[config.mk]
export PLATFORM = sky130hd
export DESIGN_NAME = tps_sequencer
export DESIGN_NICKNAME = d
export VERILOG_FILES = /design/src/design/tps_pkg.sv /design/src/design/tps_sequencer.sv /design/src/design/tps_step_timer.sv
export SDC_FILE = /design/constraint.sdc
export NUM_CORES = 1
export LEC_CHECK = 0
export ABC_AREA = 1
export ABC_CLOCK_PERIOD_IN_PS = 2100
export BUFFER_PORTS_ARGS = -buffer_cell sky130_fd_sc_hd__buf_2
export CAP_MARGIN = 20
export CORE_MARGIN = 4
export CORE_UTILIZATION = 36
export CTS_CLUSTER_DIAMETER = 30
export CTS_CLUSTER_SIZE = 14
export DETAILED_ROUTE_END_ITERATION = 10
export HOLD_SLACK_MARGIN = 0.03
export PLACE_DENSITY_LB_ADDON = 0.05
export SLEW_MARGIN = 20
export SYNTH_ARGS = -nofsm -noshare
export SYNTH_HDL_FRONTEND = slang
export SYNTH_HIERARCHICAL = 1
export SYNTH_SLANG_ARGS = --single-unit
[constraint.sdc]
create_clock -name core_clk_in -period 2.1 [get_ports core_clk_in]
set_input_delay 0.315 -clock core_clk_in [delete_from_list [all_inputs] [get_ports core_clk_in]]
set_output_delay 0.315 -clock core_clk_in [all_outputs]
set_load 0.01 [all_outputs]
[src/design/tps_pkg.sv]
// Shared constants and types of the three-rail power sequencer.
// Assumes a single core clock and a periodic tick from the timing pin.
`default_nettype none

package tps_pkg;

    // ==================================================================
    // Sizes and step lengths
    localparam int unsigned    RAIL_COUNT       = 3;
    localparam int unsigned    TICK_CNT_W       = 4;
    localparam logic [3:0]     FIRST_STEP_TICKS = 4'hA;
    localparam logic [3:0]     NEXT_STEP_TICKS  = 4'h8;
    localparam logic [2:0]     RAILS_NONE       = 3'h0;

    // ==================================================================
    // Sequencer states
    typedef enum logic [2:0] {
        TPS_OFF,
        TPS_UP1,
        TPS_UP2,
        TPS_UP3,
        TPS_ON,
        TPS_DN3,
        TPS_DN2,
        TPS_DN1
    } tps_state_type;

endpackage

`default_nettype wire

[src/design/tps_sequencer.sv]
// Three-rail power sequencer: ordered release and reverse shutdown of three
// open-drain rail outputs, timed in ticks of the capacitor time base.
// Assumes all inputs are synchronous to core_clk_in; external pull-ups on rails.
// Notes on behaviour
// - Enable high releases rail 1, then rail 2, then rail 3, each after a delay.
// - Enable low shuts down rail 3, then rail 2, then rail 1, each after a delay.
// - Every later step takes exactly eight ticks.
// - A polarity pin inverts the sense of all three rail outputs.
// - Rails are open-drain: drive low or float, never drive high.
// - All delays come from the time base on the timing capacitor pin.
// - Reset pulls all rails low, inactive only with polarity low; after reset, rails stay inactive until enable is first asserted.
// - Enable dropping before rail 1 is released clears the timer, releases nothing.
// - Enable dropping mid power-up shuts released rails down in reverse order.
// - Polarity low means active-high outputs; polarity high means active-low.
`default_nettype none

module tps_sequencer
    import tps_pkg::*;
(
    // Clock and reset
    input  wire logic core_clk_in,
    input  wire logic reset_in,
    // Control pins
    input  wire logic enable_in,
    input  wire logic polarity_select_in,
    input  wire logic timing_cap_pin_in,
    // Rail 1 open-drain pin
    input  wire logic rail_out_1_in,
    output logic      rail_out_1_out,
    output logic      rail_out_1_oe_out,
    // Rail 2 open-drain pin
    input  wire logic rail_out_2_in,
    output logic      rail_out_2_out,
    output logic      rail_out_2_oe_out,
    // Rail 3 open-drain pin
    input  wire logic rail_out_3_in,
    output logic      rail_out_3_out,
    output logic      rail_out_3_oe_out
);

    // ==================================================================
    // State
    tps_state_type                 state_q;
    tps_state_type                 state_d;
    logic [RAIL_COUNT-1:0]         rel_q;
    logic [RAIL_COUNT-1:0]         rel_d;
    logic                          first_q;
    logic                          pol_q;
    logic [RAIL_COUNT-1:0]         oe_q;
    wire  logic                    restart_w;
    wire  logic                    first_d;
    wire  logic                    done_w;
    wire  logic [TICK_CNT_W-1:0]   target_w;
    wire  logic                    going_down_w;
    wire  logic [RAIL_COUNT-1:0]   oe_d;

    function automatic logic is_down(input tps_state_type s);
        is_down = (s == TPS_DN3) || (s == TPS_DN2) || (s == TPS_DN1);
    endfunction

    // ==================================================================
    // Step timer
    assign restart_w    = (state_d != state_q);
    assign going_down_w = is_down(state_d) && !is_down(state_q);
    assign first_d      = restart_w ? ((state_d == TPS_UP1) || going_down_w) : first_q;
    assign target_w     = first_q ? FIRST_STEP_TICKS : NEXT_STEP_TICKS;

    tps_step_timer #(
        .CNT_W      (TICK_CNT_W)
    ) u_timer (
        .core_clk_in(core_clk_in),
        .reset_in   (reset_in),
        .restart_in (restart_w),
        .tick_in    (timing_cap_pin_in),
        .target_in  (target_w),
        .done_out   (done_w)
    );

    // ==================================================================
    // Sequencing
    always_comb
    begin
        state_d = state_q;
        rel_d   = rel_q;
        case (state_q)
            TPS_OFF:
                if (enable_in)
                    state_d = TPS_UP1;
            TPS_UP1:
                if (!enable_in)
                    state_d = TPS_OFF;
                else if (done_w)
                begin
                    state_d  = TPS_UP2;
                    rel_d[0] = 1'b1;
                end
            TPS_UP2:
                if (!enable_in)
                    state_d = TPS_DN1;
                else if (done_w)
                begin
                    state_d  = TPS_UP3;
                    rel_d[1] = 1'b1;
                end
            TPS_UP3:
                if (!enable_in)
                    state_d = TPS_DN2;
                else if (done_w)
                begin
                    state_d  = TPS_ON;
                    rel_d[2] = 1'b1;
                end
            TPS_ON:
                if (!enable_in)
                    state_d = TPS_DN3;
            TPS_DN3:
                if (done_w)
                begin
                    state_d  = TPS_DN2;
                    rel_d[2] = 1'b0;
                end
            TPS_DN2:
                if (done_w)
                begin
                    state_d  = TPS_DN1;
                    rel_d[1] = 1'b0;
                end
            TPS_DN1:
                if (done_w)
                begin
                    state_d  = TPS_OFF;
                    rel_d[0] = 1'b0;
                end
            default:
            begin
                state_d = TPS_OFF;
                rel_d   = RAILS_NONE;
            end
        endcase
    end

    always_ff @(posedge core_clk_in)
    begin
        if (reset_in)
        begin
            state_q <= TPS_OFF;
            rel_q   <= RAILS_NONE;
            first_q <= 1'b1;
            pol_q   <= 1'b0;
            oe_q    <= '1;
        end
        else
        begin
            state_q <= state_d;
            rel_q   <= rel_d;
            first_q <= first_d;
            pol_q   <= polarity_select_in;
            oe_q    <= oe_d;
        end
    end

    // ==================================================================
    // Pin drive
    genvar gi;
    generate
        for (gi = 0; gi < RAIL_COUNT; gi++)
        begin : g_rail
            assign oe_d[gi] = ~(rel_d[gi] ^ polarity_select_in);
        end
    endgenerate

    assign rail_out_1_out    = 1'b0;
    assign rail_out_2_out    = 1'b0;
    assign rail_out_3_out    = 1'b0;
    assign rail_out_1_oe_out = oe_q[0];
    assign rail_out_2_oe_out = oe_q[1];
    assign rail_out_3_oe_out = oe_q[2];

    // ==================================================================
    // Checks
    logic [TICK_CNT_W-1:0] chk_cnt_q;

    always_ff @(posedge core_clk_in)
    begin
        if (reset_in || restart_w)
            chk_cnt_q <= '0;
        else if (timing_cap_pin_in)
            chk_cnt_q <= chk_cnt_q + 1'b1;
    end

    property p_off_idle;
        @(posedge core_clk_in) disable iff (reset_in)
        (state_q == TPS_OFF) |-> (rel_q == RAILS_NONE);
    endproperty
    a_off_idle: assert property (p_off_idle) else $error("Rail active while off.");

    property p_up_order;
        @(posedge core_clk_in) disable iff (reset_in)
        ($rose(rel_q[1]) |-> rel_q[0]) and ($rose(rel_q[2]) |-> rel_q[1]);
    endproperty
    a_up_order: assert property (p_up_order) else $error("Rails released out of order.");

    property p_down_order;
        @(posedge core_clk_in) disable iff (reset_in)
        ($fell(rel_q[0]) |-> !rel_q[1]) and ($fell(rel_q[1]) |-> !rel_q[2]);
    endproperty
    a_down_order: assert property (p_down_order) else $error("Rails dropped out of order.");

    property p_first_up;
        @(posedge core_clk_in) disable iff (reset_in)
        $rose(rel_q[0]) |-> $past(chk_cnt_q) == FIRST_STEP_TICKS - 4'h1;
    endproperty
    a_first_up: assert property (p_first_up) else $error("First up step wrong length.");

    property p_later_up;
        @(posedge core_clk_in) disable iff (reset_in)
        $rose(rel_q[2]) |-> $past(chk_cnt_q) == NEXT_STEP_TICKS - 4'h1;
    endproperty
    a_later_up: assert property (p_later_up) else $error("Later step wrong length.");

    property p_glitch;
        @(posedge core_clk_in) disable iff (reset_in)
        (state_q == TPS_UP1 && !enable_in) |=> (state_q == TPS_OFF && rel_q == RAILS_NONE);
    endproperty
    a_glitch: assert property (p_glitch) else $error("Enable glitch started a rail.");

    property p_abort;
        @(posedge core_clk_in) disable iff (reset_in)
        (state_q == TPS_UP2 && !enable_in) |=> (state_q == TPS_DN1 && rel_q[0]);
    endproperty
    a_abort: assert property (p_abort) else $error("Aborted power-up not shut down.");

    property p_polarity;
        @(posedge core_clk_in) disable iff (reset_in)
        (pol_q == $past(polarity_select_in)) |->
            (rail_out_1_oe_out == (rel_q[0] == pol_q)) && (rail_out_3_oe_out == (rel_q[2] == pol_q));
    endproperty
    a_polarity: assert property (p_polarity) else $error("Rail drive has wrong sense.");

    property p_open_drain;
        @(posedge core_clk_in) disable iff (reset_in)
        !rail_out_1_out && !rail_out_2_out && !rail_out_3_out;
    endproperty
    a_open_drain: assert property (p_open_drain) else $error("Rail driven high.");

    property p_on_tick;
        @(posedge core_clk_in) disable iff (reset_in)
        (rel_q != $past(rel_q)) |-> $past(timing_cap_pin_in);
    endproperty
    a_on_tick: assert property (p_on_tick) else $error("Rail changed off a tick.");

    c_full_up:   cover property (@(posedge core_clk_in) $rose(rel_q[2]));
    c_full_down: cover property (@(posedge core_clk_in) $fell(rel_q[0]) && state_q == TPS_OFF);
    c_glitch:    cover property (@(posedge core_clk_in) state_q == TPS_UP1 && !enable_in);
    c_abort:     cover property (@(posedge core_clk_in) state_q == TPS_UP3 && !enable_in);
    c_pads_up:   cover property (@(posedge core_clk_in)
        rail_out_1_in && rail_out_2_in && rail_out_3_in);

endmodule // tps_sequencer

`default_nettype wire

[src/design/tps_step_timer.sv]
// Tick counter that times one sequencing step.
// Assumes tick_in is a one-cycle pulse synchronous to core_clk_in.
`default_nettype none

module tps_step_timer
    import tps_pkg::*;
#(
    parameter int unsigned CNT_W = TICK_CNT_W
)
(
    // Clock and reset
    input  wire logic             core_clk_in,
    input  wire logic             reset_in,
    // Control
    input  wire logic             restart_in,
    input  wire logic             tick_in,
    input  wire logic [CNT_W-1:0] target_in,
    // Status
    output logic                  done_out
);

    // ==================================================================
    // Tick counter
    logic [CNT_W-1:0] cnt_q;
    logic [CNT_W-1:0] cnt_d;
    wire  logic       last_tick_w;

    assign last_tick_w = (cnt_q == target_in - {{(CNT_W-1){1'b0}}, 1'b1});
    assign done_out    = tick_in && last_tick_w;
    assign cnt_d       = restart_in ? '0 : (tick_in ? cnt_q + 1'b1 : cnt_q);

    always_ff @(posedge core_clk_in)
    begin
        if (reset_in)
            cnt_q <= '0;
        else
            cnt_q <= cnt_d;
    end

endmodule // tps_step_timer

`default_nettype wire

-- After elaboration in Yosys (flattened, before gate mapping)
Cells that the tools add are included.
- flip-flop bits (word level): 14
- bits of input ports: 8
- add/subtract/negate cells: 2
- eq/ne operators: 13
- multiplexer cells: 25
- bitwise gates (word level): 6
- reduce and logical (&&, ||, !) cells: 10
- operators with widths (kind ; number):
    $mux W3 ; 11
    $pmux W3 S8 ; 1
    $eq A3 B3 Y1 const B ; 7
    $mux W1 ; 9
    $eq A3 B1 Y1 const B ; 2
    $eq A3 B2 Y1 const B ; 2
    $pmux W1 S2 ; 3
    $logic_or A1 B1 Y1 ; 5
    $add A4 B1 Y4 const B ; 1
    $eq A4 B4 Y1 ; 1
    $sub A4 B1 Y4 const B ; 1
    $logic_not A3 Y1 ; 1
    $ne A3 B3 Y1 ; 1
    $not A1 Y1 ; 3
    $xor A1 B1 Y1 ; 3
    $logic_and A1 B1 Y1 ; 2
    $mux W2 ; 1
    $reduce_or A2 Y1 ; 1
    $logic_not A1 Y1 ; 1

-- Logic depth before layout (Yosys ltp)
- depth in word-level cells: 12
- depth in mapped cells: 21
- depth with buffers taken out: 21

-- Hierarchy
Netlist, hierarchy kept.
- modules (own cells, without submodules) (module ; times used ; cells each ; area an instance (um2)):
    tps_sequencer ; 1 ; 108 ; 683.2
    tps_step_timer ; 1 ; 48 ; 292.8

-- Worst setup path after synthesis
Ideal clock, no wire load.
- kind: register to register
- start: register first_q
- end: register oe_q[0]
- setup time: 0.120 ns
- data arrival time: 1.776 ns
- setup slack: 0.204 ns
- cell stages (with the launch flop): 14
- clock period less this slack: 1.896 ns
- path through: dfxtp_1 inv_1 ha_1 inv_1 nand2_1 nand3_1 nor2_1 nand2_1 nor2_1 nand2_1 nor2_1 o22ai_1 xor2_1 or2_1
- longest elaborated chain between the ends: 9
- elaborated cells on any way between the ends: 10
- those cells by class: 1 x add/sub; 1 x eq/ne; 5 x mux; 2 x bitwise; 1 x reduce/logical
- ends and longest elaborated chain (item ; RTL line ; RTL):
    start, declared ; tps_sequencer.sv:47 ; logic first_q;
    start signal, assigned ; tps_sequencer.sv:156 ; first_q <= first_d;
    $mux W2 * ; tps_sequencer.sv:66 ; assign target_w = first_q ? FIRST_STEP_TICKS : NEXT_STEP_TICKS;
    $sub A4 B1 Y4 * ; tps_step_timer.sv:28 ; assign last_tick_w = (cnt_q == target_in - {{(CNT_W-1){1'b0}}, 1'b1});
    $eq A4 B4 Y1 * ; tps_step_timer.sv:28 ;
    $logic_and A1 B1 Y1 * ; tps_step_timer.sv:29 ; assign done_out = tick_in && last_tick_w;
    net done_w ; tps_sequencer.sv:52 ; wire logic done_w;
    $mux W1 ; tps_sequencer.sv:92 ; else if (done_w)
    $mux W1 ; tps_sequencer.sv:90 ; if (!enable_in)
    $pmux W1 S2 * ; tps_sequencer.sv:85 ; case (state_q)
    $xor A1 B1 Y1 * ; tps_sequencer.sv:168 ; assign oe_d[gi] = ~(rel_d[gi] ^ polarity_select_in);
    $not A1 Y1 * ; tps_sequencer.sv:168 ;
    end signal, assigned ; tps_sequencer.sv:150 ; oe_q <= '1;
    end signal, assigned ; tps_sequencer.sv:158 ; oe_q <= oe_d;
    end, declared ; tps_sequencer.sv:49 ; logic [RAIL_COUNT-1:0] oe_q;
The timed path passes the listed nets; every way through them passes the cells marked *.
A chain may end at the register's enable or synchronous reset.

-- Final worst setup path
- start: register first_q
- end: register oe_q[1]
- longest elaborated chain between the ends: 9
- elaborated cells on any way between the ends: 10
- those cells by class: 1 x add/sub; 1 x eq/ne; 5 x mux; 2 x bitwise; 1 x reduce/logical
- ends and longest elaborated chain (item ; RTL line ; RTL):
    $mux W2 * ; tps_sequencer.sv:66 ;
    $sub A4 B1 Y4 * ; tps_step_timer.sv:28 ;
    $eq A4 B4 Y1 * ; tps_step_timer.sv:28 ;
    $logic_and A1 B1 Y1 * ; tps_step_timer.sv:29 ;
    net done_w ; tps_sequencer.sv:52 ;
    $mux W1 ; tps_sequencer.sv:100 ; else if (done_w)
    $mux W1 ; tps_sequencer.sv:98 ; if (!enable_in)
    $pmux W1 S2 * ; tps_sequencer.sv:85 ;
    $xor A1 B1 Y1 * ; tps_sequencer.sv:168 ;
    $not A1 Y1 * ; tps_sequencer.sv:168 ;
Marks and branches as above.

==> PnR_summary.wiki <==
{| class="wikitable"
! Metric !! Value
|-
| Layout cell share with drive strength beyond 1 || a little under a quarter
|-
| Congestion Overflow GR || 0
|-
| Area of the die || about 0.0036 mm^2
|-
| Final hold violations || 0
|-
| Fin crit period || 2.08 ns
|-
| CTS H-tree lvls || 1
|-
| Synthesized flop and latch total || 14
|-
| Number of vias in the routed layout || about 900
|-
| Detail-routed via count per cell || about 4.5
|-
| Worst slack at placement || -0.153 ns
|-
| Vias in the first global route || ~800
|-
| Starting DRT DRC Count || 25
|-
| Number of antenna violations at the first check in global routing || 0
|-
| Adder-cell share of the synthesized area || roughly 2.6%
|-
| Global-route wire length before repair || 3360 um
|-
| Final nets || 183
|-
| Endpoint arrival time on the critical path || 2.24 ns
|-
| Final-report setup violation count || 0
|-
| Synth-to-Final Area Change || 17.4%
|-
| Worst IR drop on VDD || 0.478 mV
|-
| Final clock period utilization by the worst path || 98.9%
|-
| Layout Cell Area excl Fill || 0.00115 mm^2
|-
| Unrepaired setup endpoints after global routing || true
|-
| Post-Syn Area || 976 um^2
|-
| Area inside the core boundary || 0.00252 mm^2
|-
| Number of antenna repair diodes || 0
|-
| Post-route ant nets || 0
|-
| CTS tree || yes
|-
| Post-synthesis share of cell area spent on xor and xnor gates || 3.59%
|-
| Worst hold path class || in2reg
|-
| Synthesized instance count || 156
|-
| Endpoint kind of the worst setup timing path || flip-flop
|-
| Drt wl/cell || 9.73 um
|-
| Total routing usage reported by global routing || 12.1%
|-
| Cell variety after synth || 28
|-
| Leak Pwr || 0.000539 uW
|-
| Routability cong. || 0.830
|-
| Buffer levels on the longest clock path || 2
|-
| Reg clk slew, reported paths || ~0.10 ns
|-
| Number of buffers created by CTS || 3
|-
| Initial standard-cell utilization of the core || 38.7%
|-
| Number of I/O pins || 14
|-
| Cts hold-fix bufs || 0
|-
| Largest net degree at the start of global routing || 12
|-
| Data required, critical path || 2.27 ns
|-
| Multiplexer share of the synthesized area || 0%
|-
| Clock network latency to the later pin of the worst-skew pair || 0.28 ns
|-
| Proportion of synthesized chip area in sequential cells || about 29%
|-
| Outcome || finished, final reports clean
|-
| Number of placement rows || 18
|-
| Die Y || 60.1 um
|-
| Startpoint Class || flip-flop
|-
| Reg-to-reg setup timing slack || around 0.024 ns
|-
| Post-route clock skew || 0.00711 ns
|-
| Max-slew violations || 0
|-
| Root buffer cell || sky130_fd_sc_hd__clkbuf_4
|-
| PnR worst setup slack || 0.0237 ns
|-
| Final HPWL DP || 1480 um
|-
| Standard cell area after detailed placement || approximately 0.0010 mm^2
|-
| Count of synthesis-stage warnings from yosys || 6
|-
| Drt drc || 0
|-
| Utilization of the core after routing || 45.4%
|-
| Number of clock sinks || 14
|-
| # fillers || 286
|-
| Compound-Gate Fraction of Synth Area || under 10%
|-
| Final hold slack || 0.298 ns
|-
| Average footprint of a synthesized cell || 6.26 um^2
|-
| Main combinational cell family by area after synthesis || simple AND/OR/NAND/NOR gates
|-
| Startpoint-to-endpoint class of the critical path || reg2reg
|-
| Critical path peak fanout || 5
|-
| Number of I/O port buffers || 7
|-
| DRT Wirelength || 1970 um
|-
| Upper clock frequency limit || 0.482 GHz
|-
| Areal power density over the cells || 531 mW/mm^2
|-
| Max cap viols || 0
|-
| Chip Width || 60.1 um
|-
| First drt pass iteration count || 4
|-
| Fraction of the mapped netlist area in simple logic gates || 40.5%
|}
synth_stat cells:
cell type	n	area share [%]
sky130_fd_sc_hd__a21oi_1	5	2.6
sky130_fd_sc_hd__buf_2	1	0.51
sky130_fd_sc_hd__buf_4	3	2.3
sky130_fd_sc_hd__buf_6	3	3.5
sky130_fd_sc_hd__clkinv_4	1	0.90
sky130_fd_sc_hd__conb_1	2	0.77
sky130_fd_sc_hd__dfxtp_1	14	29
sky130_fd_sc_hd__ha_1	2	2.6
sky130_fd_sc_hd__inv_1	21	8.1
sky130_fd_sc_hd__inv_2	2	0.77
sky130_fd_sc_hd__inv_4	1	0.64
sky130_fd_sc_hd__nand2_1	38	15
sky130_fd_sc_hd__nand2_4	1	1.2
sky130_fd_sc_hd__nand3_1	13	6.7
sky130_fd_sc_hd__nand4_1	3	1.9
sky130_fd_sc_hd__nor2_1	26	10
sky130_fd_sc_hd__nor2_2	2	1.3
sky130_fd_sc_hd__nor2_4	1	1.2
sky130_fd_sc_hd__nor3_1	1	0.51
sky130_fd_sc_hd__nor3_2	1	1.0
sky130_fd_sc_hd__o21ai_0	4	2.1
sky130_fd_sc_hd__o21ai_1	2	1.0
sky130_fd_sc_hd__o21ai_2	1	0.90
sky130_fd_sc_hd__o22ai_1	1	0.64
sky130_fd_sc_hd__or2_1	2	1.3
sky130_fd_sc_hd__or3b_1	1	0.90
sky130_fd_sc_hd__xnor2_1	2	1.8
sky130_fd_sc_hd__xor2_1	2	1.8
placed cells by master (no fill, tap or decap), types with 3 or more instances in the layout:
cell                       synthesis  final
sky130_fd_sc_hd__a21oi_1           5      5
sky130_fd_sc_hd__nand4_1           3      3
sky130_fd_sc_hd__buf_2             1      7
sky130_fd_sc_hd__inv_1            21     17
sky130_fd_sc_hd__conb_1            2      9
sky130_fd_sc_hd__o21ai_1           2      4
sky130_fd_sc_hd__buf_4             3      4
sky130_fd_sc_hd__nand2_1          38     36
sky130_fd_sc_hd__nor2_1           26     23
sky130_fd_sc_hd__dfxtp_1          14     13
sky130_fd_sc_hd__nand3_1          13     11
sky130_fd_sc_hd__nor2_2            2      4
sky130_fd_sc_hd__inv_2             2      5
sky130_fd_sc_hd__clkbuf_4          0      3
what timing repair did:
item,in CTS,in global routing
pin swaps,1,8
gates resized for setup,6,14
buffers inserted,0,1
endpoints found under the setup margin,6,11
through the flow:
step                TNS, ns  power, uW  instances
finish                    0        608        202
global route          -1.21        650        202
CTS                       0        603        201
detailed placement   -0.500        395        197
global placement     -0.425        393        197
floorplan                 0        375        163
report_power, final:
part           internal [uW]  switching [uW]
clock network            105            94.7
logic                   47.2            72.2
registers                276            12.0
total                    429             179
per-layer routing:
| layer | part of all wire (%) | track usage [%] | up-vias |
|---|---|---|---|
| li1 | - | - | 506 |
| met1 | 52 | 17.0 | 395 |
| met2 | 44 | 18.5 | 14 |
| met4 | 0.41 | 0.949 | 0 |
| met5 | 0 | 0 | - |
| met3 | 3.7 | 4.10 | 2 |
path summary, 6_finish.rpt:
| check | from | to | cells past startpoint |
|---|---|---|---|
| worst min-delay path | timing_cap_pin_in | u_timer/cnt_q[0] | 2 |
| worst max register to register | first_q | oe_q[1] | 15 |
| worst max-delay path | first_q | oe_q[1] | 15 |
| worst min register to register | u_timer/cnt_q[3] | u_timer/cnt_q[3] | 2 |
critical path, cell delays in order, from the launching register on:
cell and delay (ns):
sky130_fd_sc_hd__dfxtp_2 0.34, sky130_fd_sc_hd__inv_2 0.05, sky130_fd_sc_hd__ha_4 0.26, sky130_fd_sc_hd__inv_2 0.03, sky130_fd_sc_hd__nand2_2 0.06, sky130_fd_sc_hd__nand3_2 0.06, sky130_fd_sc_hd__nor2_2 0.10, sky130_fd_sc_hd__nand2_1 0.05
sky130_fd_sc_hd__nor2_1 0.09, sky130_fd_sc_hd__buf_4 0.16, sky130_fd_sc_hd__buf_6 0.10, sky130_fd_sc_hd__nand4_1 0.09, sky130_fd_sc_hd__nand2_1 0.11, sky130_fd_sc_hd__o21ai_2 0.07, sky130_fd_sc_hd__nand2_1 0.06, sky130_fd_sc_hd__or3b_1 0.33
cell families after synthesis:
kind of cell / count (synthesis)
and+or+nand+nor: 89
xor gates and xnor gates: 4
other: 2
AOI/OAI and AO/OA: 13
adders and majority gates: 2
DFF: 14
buffers and inverters: 32
state kept, by name, summed over array words and instances, names as in the netlist:
| signal | count |
|---|---|
| first_q | 1 |
| rel_q | 3 |
| state_q | 3 |
| u_timer/cnt_q | 4 |
| oe_q | 3 |
cell type report:
class / instances / area [um^2] / area share, %
Multi-Input combinational cell: 117 / 611 / 53.3
Sequential cell: 14 / 282 / 24.6
Inverter: 25 / 104 / 9.06
Timing Repair Buffer: 12 / 76.3 / 6.66
Tap cell: 30 / 37.5 / 3.28
Clock buffer: 4 / 36.3 / 3.17
Power figures use the tool's default switching activity.
